--- src/include/cso_pkg.sv ---
`default_nettype none

package cso_pkg;

   // Output population and channel count.
   localparam int CSO_NUM_CLK = 8;
   localparam int CSO_NUM_REF = 7;
   localparam int CSO_NUM_OUT = 15;
   localparam int CSO_NUM_CHAN = 5;
   localparam int CSO_CHAN_E = 4;

   // Register byte addresses.
   localparam logic [11:0] CSO_ADDR_CTRL = 12'h000;
   localparam logic [11:0] CSO_ADDR_FUNC = 12'h004;
   localparam logic [11:0] CSO_ADDR_STATUS = 12'h008;
   localparam logic [11:0] CSO_ADDR_STATE = 12'h00c;
   localparam logic [11:0] CSO_ADDR_CHAN_BASE = 12'h020;
   localparam logic [11:0] CSO_ADDR_OUT_BASE = 12'h040;

   // Field positions.
   localparam int CSO_CTRL_TRIG_BIT = 0;
   localparam int CSO_CHAN_PD_BIT = 8;
   localparam int CSO_OUT_SRPH_LSB = 5;

   // Values after reset.
   localparam logic [6:0] CSO_FUNC_RST = 7'h00;
   localparam logic [8:0] CSO_CHAN_RST = 9'h000;
   localparam logic [7:0] CSO_OUT_RST = 8'h09;

   // Resolved state of one output.
   typedef enum logic [1:0] {
      CSO_OFF = 2'b00,
      CSO_LOW = 2'b01,
      CSO_ON = 2'b10
   } cso_state_type;

   // Sequencer states of a SYSREF event.
   typedef enum logic [0:0] {
      CSO_SR_IDLE = 1'b0,
      CSO_SR_EVENT = 1'b1
   } cso_seq_type;

   // Individual settings of one output.
   typedef struct packed {
      logic [2:0] sysref_phase;
      logic [1:0] swing;
      logic en;
      logic style;
      logic pd;
   } cso_out_cfg_type;

   // What one output stage is told to do.
   typedef struct packed {
      cso_state_type state;
      logic style;
      logic [1:0] swing;
      logic div_sysref;
      logic [7:0] phase;
   } cso_drive_type;

   // Channel that owns output i: clocks 0..7, references 8..14.
   function automatic logic [2:0] out_chan(input int i);
      logic [2:0] ch;
      case (i)
         0, 1, 8, 9, 10: ch = 3'd0;
         2, 3, 11, 12: ch = 3'd1;
         4, 13: ch = 3'd2;
         5, 14: ch = 3'd3;
         default: ch = 3'd4;
      endcase
      return ch;
   endfunction

endpackage

`default_nettype wire

--- src/logic/cso_out_resolve.sv ---
`default_nettype none

module cso_out_resolve (
   input wire logic clk,
   input wire logic rst_b,
   input wire logic chan_pd,
   input wire logic sel_sysref,
   input wire cso_pkg::cso_out_cfg_type cfg,
   input wire logic [7:0] clk_phase,
   input wire logic sysref_on,
   output cso_pkg::cso_drive_type drive
);

   cso_pkg::cso_state_type next_state;
   cso_pkg::cso_drive_type next_drive;

   // SYSREF duty hands the on/off state to the sequencer; clock duty uses own bits.
   assign next_state = chan_pd ? cso_pkg::CSO_OFF :
                       sel_sysref ? (sysref_on ? cso_pkg::CSO_ON : cso_pkg::CSO_LOW) :
                       cfg.pd ? cso_pkg::CSO_OFF :
                       !cfg.en ? cso_pkg::CSO_LOW : cso_pkg::CSO_ON;

   // Divider and phase source follow the function select.
   assign next_drive.state = next_state;
   // SYSREF duty is LVDS only, so the style bit counts in clock duty alone.
   assign next_drive.style = sel_sysref ? 1'b0 : cfg.style;
   assign next_drive.swing = cfg.swing;
   assign next_drive.div_sysref = sel_sysref;
   assign next_drive.phase = sel_sysref ? {5'h00, cfg.sysref_phase} : clk_phase;

   // Output register.
   always_ff @(posedge clk or negedge rst_b) begin
      if (!rst_b) begin
         drive <= '{state: cso_pkg::CSO_OFF, default: '0};
      end else begin
         drive <= next_drive;
      end
   end

   AST_SYSREF_ON: assert property (@(posedge clk) disable iff (!rst_b)
      sel_sysref && !chan_pd && sysref_on |=> drive.state == cso_pkg::CSO_ON)
      else $error("SYSREF duty output not on during event.");

   AST_SYSREF_OFF_AFTER: assert property (@(posedge clk) disable iff (!rst_b)
      sel_sysref && !chan_pd && !sysref_on |=> drive.state == cso_pkg::CSO_LOW)
      else $error("SYSREF duty output not static low outside event.");

   AST_CLK_PD: assert property (@(posedge clk) disable iff (!rst_b)
      !sel_sysref && cfg.pd |=> drive.state == cso_pkg::CSO_OFF)
      else $error("Powered-down output not off.");

   AST_CLK_EN: assert property (@(posedge clk) disable iff (!rst_b)
      !sel_sysref && !chan_pd && !cfg.pd |=> drive.state == ($past(cfg.en) ?
         cso_pkg::CSO_ON : cso_pkg::CSO_LOW))
      else $error("Clock duty output ignores its enable.");

   AST_DIV_SEL: assert property (@(posedge clk) disable iff (!rst_b)
      ##1 drive.div_sysref == $past(sel_sysref))
      else $error("Divider source does not follow function select.");

   AST_PHASE_SEL: assert property (@(posedge clk) disable iff (!rst_b)
      !sel_sysref ##1 !$stable(clk_phase) |=> drive.phase == $past(clk_phase) ||
         $past(sel_sysref))
      else $error("Clock duty output does not follow channel phase.");

   AST_SWING: assert property (@(posedge clk) disable iff (!rst_b)
      !sel_sysref |=> drive.swing == $past(cfg.swing) && drive.style == $past(cfg.style))
      else $error("Clock duty output ignores its swing or style.");

   AST_SYSREF_STYLE: assert property (@(posedge clk) disable iff (!rst_b)
      sel_sysref |=> drive.style == 1'b0)
      else $error("SYSREF duty output left the LVDS style.");

endmodule

`default_nettype wire

--- src/logic/cso_channel_ctrl.sv ---
// The register addresses and register access over APB were left to the implementer.
`default_nettype none

module cso_channel_ctrl (
   input wire logic clk,
   input wire logic rst_b,
   input wire logic psel,
   input wire logic penable,
   input wire logic pwrite,
   input wire logic [11:0] paddr,
   input wire logic [31:0] pwdata,
   output logic [31:0] prdata,
   output logic pready,
   output logic pslverr,
   input wire logic sysref_begin,
   input wire logic sysref_end,
   output logic sysref_request,
   output cso_pkg::cso_drive_type [cso_pkg::CSO_NUM_OUT-1:0] out_drive
);

   logic [6:0] func_sel;
   logic [8:0] chan_cfg [cso_pkg::CSO_NUM_CHAN];
   logic [7:0] out_cfg [cso_pkg::CSO_NUM_OUT];
   cso_pkg::cso_seq_type seq;
   cso_pkg::cso_seq_type next_seq;
   logic [31:0] next_prdata;
   logic [cso_pkg::CSO_NUM_OUT-1:0] out_sel;
   logic [2*cso_pkg::CSO_NUM_OUT-1:0] state_vec;

   // Address decode of the APB setup and access phases.
   wire setup_ph = psel && !penable;
   wire access_ph = psel && penable;
   wire aligned = paddr[1:0] == 2'b00;
   wire [2:0] chan_idx = paddr[4:2];
   wire [3:0] out_idx = paddr[5:2];
   wire hit_ctrl = paddr == cso_pkg::CSO_ADDR_CTRL;
   wire hit_func = paddr == cso_pkg::CSO_ADDR_FUNC;
   wire hit_status = paddr == cso_pkg::CSO_ADDR_STATUS;
   wire hit_state = paddr == cso_pkg::CSO_ADDR_STATE;
   wire hit_chan = aligned && paddr[11:5] == cso_pkg::CSO_ADDR_CHAN_BASE[11:5] &&
                   chan_idx < 3'(cso_pkg::CSO_NUM_CHAN);
   wire hit_out = aligned && paddr[11:6] == cso_pkg::CSO_ADDR_OUT_BASE[11:6] &&
                  out_idx < 4'(cso_pkg::CSO_NUM_OUT);
   wire addr_ok = hit_ctrl || hit_func || hit_status || hit_state || hit_chan || hit_out;
   wire wr_en = access_ph && pwrite && addr_ok;
   wire trig_wr = wr_en && hit_ctrl && pwdata[cso_pkg::CSO_CTRL_TRIG_BIT];
   wire sysref_on = seq == cso_pkg::CSO_SR_EVENT;
   wire chan_a_pd = chan_cfg[0][cso_pkg::CSO_CHAN_PD_BIT];
   wire ref_a0_sysref = func_sel[0] && !chan_a_pd;

   // Zero-wait slave; unmapped addresses answer with an error.
   assign pready = 1'b1;
   assign pslverr = access_ph && !addr_ok;

   // Clock outputs never take SYSREF duty; channel E has none.
   assign out_sel = {func_sel, 8'h00};

   // Read data selection.
   always_comb begin
      next_prdata = 32'h0000_0000;
      if (hit_func) begin
         next_prdata = {25'h0000000, func_sel};
      end else if (hit_status) begin
         next_prdata = {31'h00000000, sysref_on};
      end else if (hit_state) begin
         next_prdata = {2'b00, state_vec};
      end else if (hit_chan) begin
         next_prdata = {23'h000000, chan_cfg[chan_idx]};
      end else if (hit_out) begin
         next_prdata = {24'h000000, out_cfg[out_idx]};
      end
   end

   // Read data register, loaded in the setup phase.
   always_ff @(posedge clk or negedge rst_b) begin
      if (!rst_b) begin
         prdata <= 32'h0000_0000;
      end else if (setup_ph) begin
         prdata <= next_prdata;
      end
   end

   // Function-select bits, one per reference output.
   always_ff @(posedge clk or negedge rst_b) begin
      if (!rst_b) begin
         func_sel <= cso_pkg::CSO_FUNC_RST;
      end else if (wr_en && hit_func) begin
         func_sel <= pwdata[6:0];
      end
   end

   // Channel settings: clock phase and channel power-down.
   always_ff @(posedge clk or negedge rst_b) begin
      if (!rst_b) begin
         for (int c = 0; c < cso_pkg::CSO_NUM_CHAN; c++) begin
            chan_cfg[c] <= cso_pkg::CSO_CHAN_RST;
         end
      end else if (wr_en && hit_chan) begin
         chan_cfg[chan_idx] <= pwdata[8:0];
      end
   end

   // Individual output settings.
   always_ff @(posedge clk or negedge rst_b) begin
      if (!rst_b) begin
         for (int o = 0; o < cso_pkg::CSO_NUM_OUT; o++) begin
            out_cfg[o] <= cso_pkg::CSO_OUT_RST;
         end
      end else if (wr_en && hit_out) begin
         out_cfg[out_idx] <= pwdata[7:0];
      end
   end

   // Request pulse to the SYSREF pulse generator on a software trigger.
   always_ff @(posedge clk or negedge rst_b) begin
      if (!rst_b) begin
         sysref_request <= 1'b0;
      end else begin
         sysref_request <= trig_wr;
      end
   end

   // SYSREF sequencer: on at the event start, off when the event completes.
   always_comb begin
      case (seq)
         cso_pkg::CSO_SR_IDLE: next_seq = sysref_begin ? cso_pkg::CSO_SR_EVENT : seq;
         cso_pkg::CSO_SR_EVENT: next_seq = sysref_end ? cso_pkg::CSO_SR_IDLE : seq;
         default: next_seq = cso_pkg::CSO_SR_IDLE;
      endcase
   end

   always_ff @(posedge clk or negedge rst_b) begin
      if (!rst_b) begin
         seq <= cso_pkg::CSO_SR_IDLE;
      end else begin
         seq <= next_seq;
      end
   end

   // One resolver per output, tied to its owning channel.
   for (genvar i = 0; i < cso_pkg::CSO_NUM_OUT; i++) begin : g_out
      localparam logic [2:0] CH = cso_pkg::out_chan(i);
      cso_out_resolve u_res (
         .clk(clk),
         .rst_b(rst_b),
         .chan_pd(chan_cfg[CH][cso_pkg::CSO_CHAN_PD_BIT]),
         .sel_sysref(out_sel[i]),
         .cfg(cso_pkg::cso_out_cfg_type'(out_cfg[i])),
         .clk_phase(chan_cfg[CH][7:0]),
         .sysref_on(sysref_on),
         .drive(out_drive[i])
      );
      assign state_vec[2*i+1:2*i] = out_drive[i].state;
   end

   AST_SEQ_START: assert property (@(posedge clk) disable iff (!rst_b)
      seq == cso_pkg::CSO_SR_IDLE && sysref_begin |=> seq == cso_pkg::CSO_SR_EVENT)
      else $error("SYSREF event did not start.");

   AST_SEQ_END: assert property (@(posedge clk) disable iff (!rst_b)
      seq == cso_pkg::CSO_SR_EVENT && sysref_end |=> seq == cso_pkg::CSO_SR_IDLE)
      else $error("SYSREF event did not end on completion.");

   AST_CHAN_E_CLOCK: assert property (@(posedge clk) disable iff (!rst_b)
      !out_drive[6].div_sysref && !out_drive[7].div_sysref)
      else $error("Channel E output took SYSREF duty.");

   AST_FUNC_WRITE: assert property (@(posedge clk) disable iff (!rst_b)
      wr_en && hit_func |=> func_sel == $past(pwdata[6:0]) ##1
      out_drive[8].div_sysref == $past(pwdata[0], 2))
      else $error("Function select write not applied per output.");

   AST_REF_ON_EVENT: assert property (@(posedge clk) disable iff (!rst_b)
      func_sel[0] && !chan_cfg[0][cso_pkg::CSO_CHAN_PD_BIT] && sysref_on &&
      $stable(func_sel) |=> out_drive[8].state == cso_pkg::CSO_ON)
      else $error("SYSREF duty reference not switched on by the sequencer.");

   // Channel-level checks on references A0 and A1, clock output A0, the request pulse and the register port.
   AST_REQ_PULSE: assert property (@(posedge clk) disable iff (!rst_b)
      ##1 sysref_request == $past(trig_wr))
      else $error("SYSREF request pulse does not follow the trigger write.");

   AST_REF_OFF_AFTER_EVENT: assert property (@(posedge clk) disable iff (!rst_b)
      seq == cso_pkg::CSO_SR_EVENT && sysref_end && ref_a0_sysref ##1 ref_a0_sysref |=>
      out_drive[8].state == cso_pkg::CSO_LOW)
      else $error("SYSREF duty reference not released to static low after the event.");

   AST_REF_PD_IGNORED: assert property (@(posedge clk) disable iff (!rst_b)
      ref_a0_sysref && out_cfg[8][0] && !sysref_on |=>
      out_drive[8].state == cso_pkg::CSO_LOW)
      else $error("SYSREF duty reference obeyed its own power-down.");

   AST_CHAN_PD_OFF: assert property (@(posedge clk) disable iff (!rst_b)
      chan_a_pd |=> out_drive[0].state == cso_pkg::CSO_OFF &&
      out_drive[8].state == cso_pkg::CSO_OFF)
      else $error("Channel power-down left an output of channel A on.");

   AST_REF_INDEPENDENT: assert property (@(posedge clk) disable iff (!rst_b)
      wr_en && hit_func |=> ##1 out_drive[9].div_sysref == $past(pwdata[1], 2))
      else $error("Function select of reference A1 not applied on its own.");

   AST_CLK_PHASE_A: assert property (@(posedge clk) disable iff (!rst_b)
      ##1 out_drive[0].phase == $past(chan_cfg[0][7:0]))
      else $error("Clock output A0 does not follow the channel phase.");

   AST_STATUS_READ: assert property (@(posedge clk) disable iff (!rst_b)
      setup_ph && hit_status |=> prdata == {31'h00000000, $past(sysref_on)})
      else $error("Status read does not show the SYSREF event.");

   AST_REFUSED_WRITE: assert property (@(posedge clk) disable iff (!rst_b)
      access_ph && pwrite && !addr_ok |=> $stable(func_sel) && $stable(out_cfg[8]))
      else $error("Write to an unmapped address changed a setting.");

endmodule

`default_nettype wire

--- config.mk ---
export PLATFORM = sky130hd
export DESIGN_NAME = cso_channel_ctrl
export DESIGN_NICKNAME = d
export VERILOG_FILES = /design/src/include/cso_pkg.sv /design/src/logic/cso_out_resolve.sv /design/src/logic/cso_channel_ctrl.sv
export SDC_FILE = /design/constraint.sdc
export NUM_CORES = 1
export LEC_CHECK = 0
export ABC_AREA = 1
export BUFFER_PORTS_ARGS = -buffer_cell sky130_fd_sc_hd__buf_2
export CAP_MARGIN = 20
export CORE_ASPECT_RATIO = 1.75
export CORE_MARGIN = 1
export CORE_UTILIZATION = 50
export DETAILED_ROUTE_END_ITERATION = 10
export PLACE_DENSITY = 0.86
export SLEW_MARGIN = 20
export SYNTH_ARGS = -nofsm -noshare
export SYNTH_HDL_FRONTEND = slang
export SYNTH_SLANG_ARGS = --single-unit
--- constraint.sdc ---
create_clock -name clk -period 1.2 [get_ports clk]
set_input_delay 0.18 -clock clk [delete_from_list [all_inputs] [get_ports clk]]
set_output_delay 0.18 -clock clk [all_outputs]
set_load 0.01 [all_outputs]
==> impl_metrics.py <==
metrics = {
    "sta": {
        "clock_skew_ns": 0.0240,
        "worstMarginPinSlew_ns": 0.498,
        "slew_violations": 0,
        "fmax_mhz": 620,
        "hold_viol_final": 0,
        "fin_crit_sh": 1.34,
        "rsz0062_at_grt": "true",
        "setup_slack_ns": -0.414,
        "setup_viol": 416,
        "slew-limit-headroom": 0.664,
        "finalCriticalPeriod_ns": 1.61,
    },
    "grt": {
        "grt-ovfl-total": 0,
        "grt_start_max_net_pins": 68,
        "antenna_found_initial": 1,
        "grt_pass1_vias": 15540,
        "track_usage": 0.379,
        "grt_pass1_wl_mm": 87.8,
    },
    "setup_path": {
        "worstPathRequired_ns": 1.64,
        "critPathTopFamily": "simple AND/OR/NAND/NOR gates",
        "critPathMaxStageDelay_ns": 0.40,
        "crit_path_top_delay_cell": "dfrtp_1",
        "path_max_fanout": 2,
        "critPathBufInv": 1,
        "crit_chain": "inv_1, nor2_1, a21oi_2, nand2_1, nand2_2, nand2_1, a21oi_2, nand2_1, nand2_1, nand2_1, nand2_1, nand2_1",
        "cpMostUsedCell": "nand2_1",
        "cp-end-kind": "register",
        "arrival_ns": 2.05,
        "startpoint_type": "register",
        "worstSetupPathType": "reg2reg",
    },
    "detailed_routing": {
        "via_count": 15836,
        "dr.first_iter.drc_count": 1540,
        "wirelength_mm": 65.0,
        "wl_per_cell_um": 23.5,
        "drc": 0,
        "avgViaCountPerCell": 5.72,
        "ant_nets": 0,
        "drt-pass1-iter-count": 6,
    },
    "pwr": {
        "p_int_mw": 20.7,
        "p_comb_frac": 0.076,
        "power_frac_seq": 0.474,
        "clkPwrFrac": 0.450,
        "pwr_density_cell_nw_per_um2": 1160,
        "switching_share": 0.240,
        "ir_drop_mv": 1.07,
        "p_leak_nw": 12.8,
        "p_sw_mw": 6.56,
    },
    "yosys": {
        "synth-xor-area-share": 0,
        "yosysTopAreaCell": "dfrtp_1",
        "ys_ff_latch": 382,
        "syn_inst": 1732,
        "ys_warn_count": 0,
        "synth_top_area_frac": 0.570,
        "syn-cell-area_sq_um": 15400,
        "yosys.cell_types.count": 40,
        "synthMuxAreaShare": 0,
        "synth-simple-area-share": 0.255,
        "synth-compound-area-share": 0.0565,
        "synth_area_per_cell_sq_um": 8.92,
        "synth_area_leaders": "dfrtp_1 57%, nand2_1 17%, dfstp_2 5.1%",
        "ys_seq_area_frac": 0.621,
        "synthAdderAreaFrac": 0,
        "synth_top_family_by_area": "simple AND/OR/NAND/NOR gates",
    },
    "clocking": {
        "htree_levels": 2,
        "cts_sinks": 382,
        "clk_pin_slew_ns": 0.07,
        "clk_path_buf_depth": 3,
        "cts_inserted_buffers": 34,
        "cts_root_buffer": "clkbuf_16",
        "cts_tree": "yes",
        "insertion_delay_ns": 0.56,
    },
    "floorplan": {
        "num_rows": 84,
        "start_util": 0.512,
        "ios": 296,
        "die-width_um": 135,
        "die_area_sq_um": 31600,
        "die-height_um": 234,
        "core_sq_um": 30200,
    },
    "placement": {
        "place_inst": 2633,
        "hpwlAfterDp_mm": 40.5,
        "gp_congestion": 0.968,
        "port_buffers": 261,
    },
    "final_layout": {
        "layout-drive-gt1-share": 0.475,
        "nFillCells": 1708,
        "nNetsFinal": 2407,
        "final_cells": 2769,
        "area_delta_synth_final_pct": 52.7,
        "antenna_cells": 0,
        "final_util": 0.782,
    },
    "outcome": {
        "violations": "setup timing",
        "outcome": "finished, violations left",
    },
    "job": {
        "cap_violations": 0,
    },
    "min_path": {
        "hold_class": "in2reg",
    },
}
-- path summary, 6_finish.rpt --
kind | startpoint | endpoint | slack [ns] | cells after the start
worst max register to register | chan_cfg[9] | prdata[0] | -0.41 | 12
worst max-delay path | chan_cfg[9] | prdata[0] | -0.41 | 12
worst min register to register | out_cfg[0] | out_cfg[0] | 0.47 | 2
max in group asynchronous | rst_b | out_cfg[112] | 0.42 | 4
worst min-delay path | pwdata[1] | out_cfg[49] | 0.05 | 3
min in group asynchronous | rst_b | g_out[13].u_res.drive[6] | 0.07 | 2
-- placed cells by master, fill, tap and decap left out, types with 11 or more instances in the layout --
cell type	count
o21ai_1	11
nand3_1	32
buf_2	215
a21oi_1	21
nand2_8	21
clkbuf_16	36
nor3_1	21
nand2_2	198
o21ai_0	52
conb_1	11
nand2_1	449
dfstp_2	30
nor2_4	34
inv_1	115
buf_12	29
o22ai_1	30
nand2_4	53
buf_6	56
inv_2	11
buf_4	344
nor2_1	125
dfrtp_1	350
a21oi_2	14
-- repair_timing --
item / 4_1_cts / 5_1_grt
hold buffers: 6 / 0
setup endpoints to repair: 413 / 412
cloned: 3 / 9
hold endpoints to repair: 345 / 0
pin swaps: 109 / 169
buffers inserted: 28 / 33
gates resized for setup: 286 / 260
-- synthesized netlist by cell type --
cell type / n
a211oi_1: 2
a21oi_1: 37
a31oi_1: 2
and3_1: 1
buf_1: 2
buf_2: 16
buf_4: 37
buf_6: 2
clkbuf_1: 35
clkinv_1: 1
conb_1: 2
dfrtp_1: 352
dfstp_2: 30
inv_1: 127
inv_2: 7
nand2_1: 699
nand2_2: 16
nand2_4: 1
nand3_1: 39
nand3_2: 1
nand3b_1: 1
nand3b_2: 1
nand3b_4: 1
nand4_1: 4
nor2_1: 144
nor2_2: 10
nor2_4: 10
nor2_8: 1
nor3_1: 23
nor3b_1: 4
nor4_1: 2
o2111ai_1: 3
o211a_1: 1
o21ai_0: 72
o221ai_1: 1
o22a_1: 3
o22ai_1: 35
o31a_1: 1
or2_0: 1
or2_2: 5
-- logic make-up after synthesis --
family / after synthesis
and+or+nand+nor: 964
AOI/OAI and AO/OA: 157
other: 2
buffers and inverters: 227
DFF: 382
-- flip-flops by register name, summed over array words and instances, names as in the netlist --
signal and flops:
chan_a_pd 1, seq 1, prdata 30, sysref_request 1, func_sel 7, out_cfg 120
chan_cfg 44, g_out.u_res.drive 178
-- metrics by stage --
step           hold WS (ns)  power [mW]  setup TNS [ns]  cell area (sq um)  worst slack [ns]
2_1_floorplan        -0.116        13.8          -46.47              15700            -0.285
3_3_place_gp         0.0276        14.8         -135.37              19700            -0.813
3_5_place_dp         0.0311        14.8         -138.91              19700            -0.839
4_1_cts              0.0220        27.0          -21.93              22200            -0.294
5_1_grt              0.0633        27.8          -68.37              23600            -0.477
6_report             0.0492        27.3          -50.30              23600            -0.414
-- power by group through the flow --
stage | Clock [mW] | Combinational, mW | Sequential [mW]
final | 12.3 | 2.08 | 12.9
after global routing | 12.7 | 2.17 | 12.9
after CTS | 12.2 | 1.86 | 12.9
after detailed placement | 0 | 1.67 | 13.2
after global placement | 0 | 1.65 | 13.2
after floorplan | 0 | 0.599 | 13.2
-- worst register-to-register path: stages, from the launching register on --
cell	delay, ns
dfrtp_1	0.40
inv_1	0.11
nor2_1	0.07
a21oi_2	0.20
nand2_1	0.12
nand2_2	0.11
nand2_1	0.08
a21oi_2	0.15
nand2_1	0.07
nand2_1	0.06
nand2_1	0.05
nand2_1	0.05
nand2_1	0.04
-- per-layer routing --
layer | routed length (um) | track usage | vias to the layer above
met2 | 31900 | 0.647 | 1111
met4 | 6510 | 0.323 | 2
li1 | - | - | 6600
met5 | 13 | 0 | -
met1 | 20700 | 0.404 | 7676
met3 | 5850 | 0.0689 | 447
-- layout make-up --
cell class              count  area (sq um)  share of cell area
clock buffers              45           942              0.0400
repair buffers            661          5130               0.217
multi-input cells        1141          6540               0.277
flip-flops and latches    382          9600               0.407
well taps                 387           484              0.0205
inverters                 135           563              0.0239
repair inverters            1          30.0             0.00127
clock inverters            17           294              0.0125
Power figures use the tool's default switching activity.
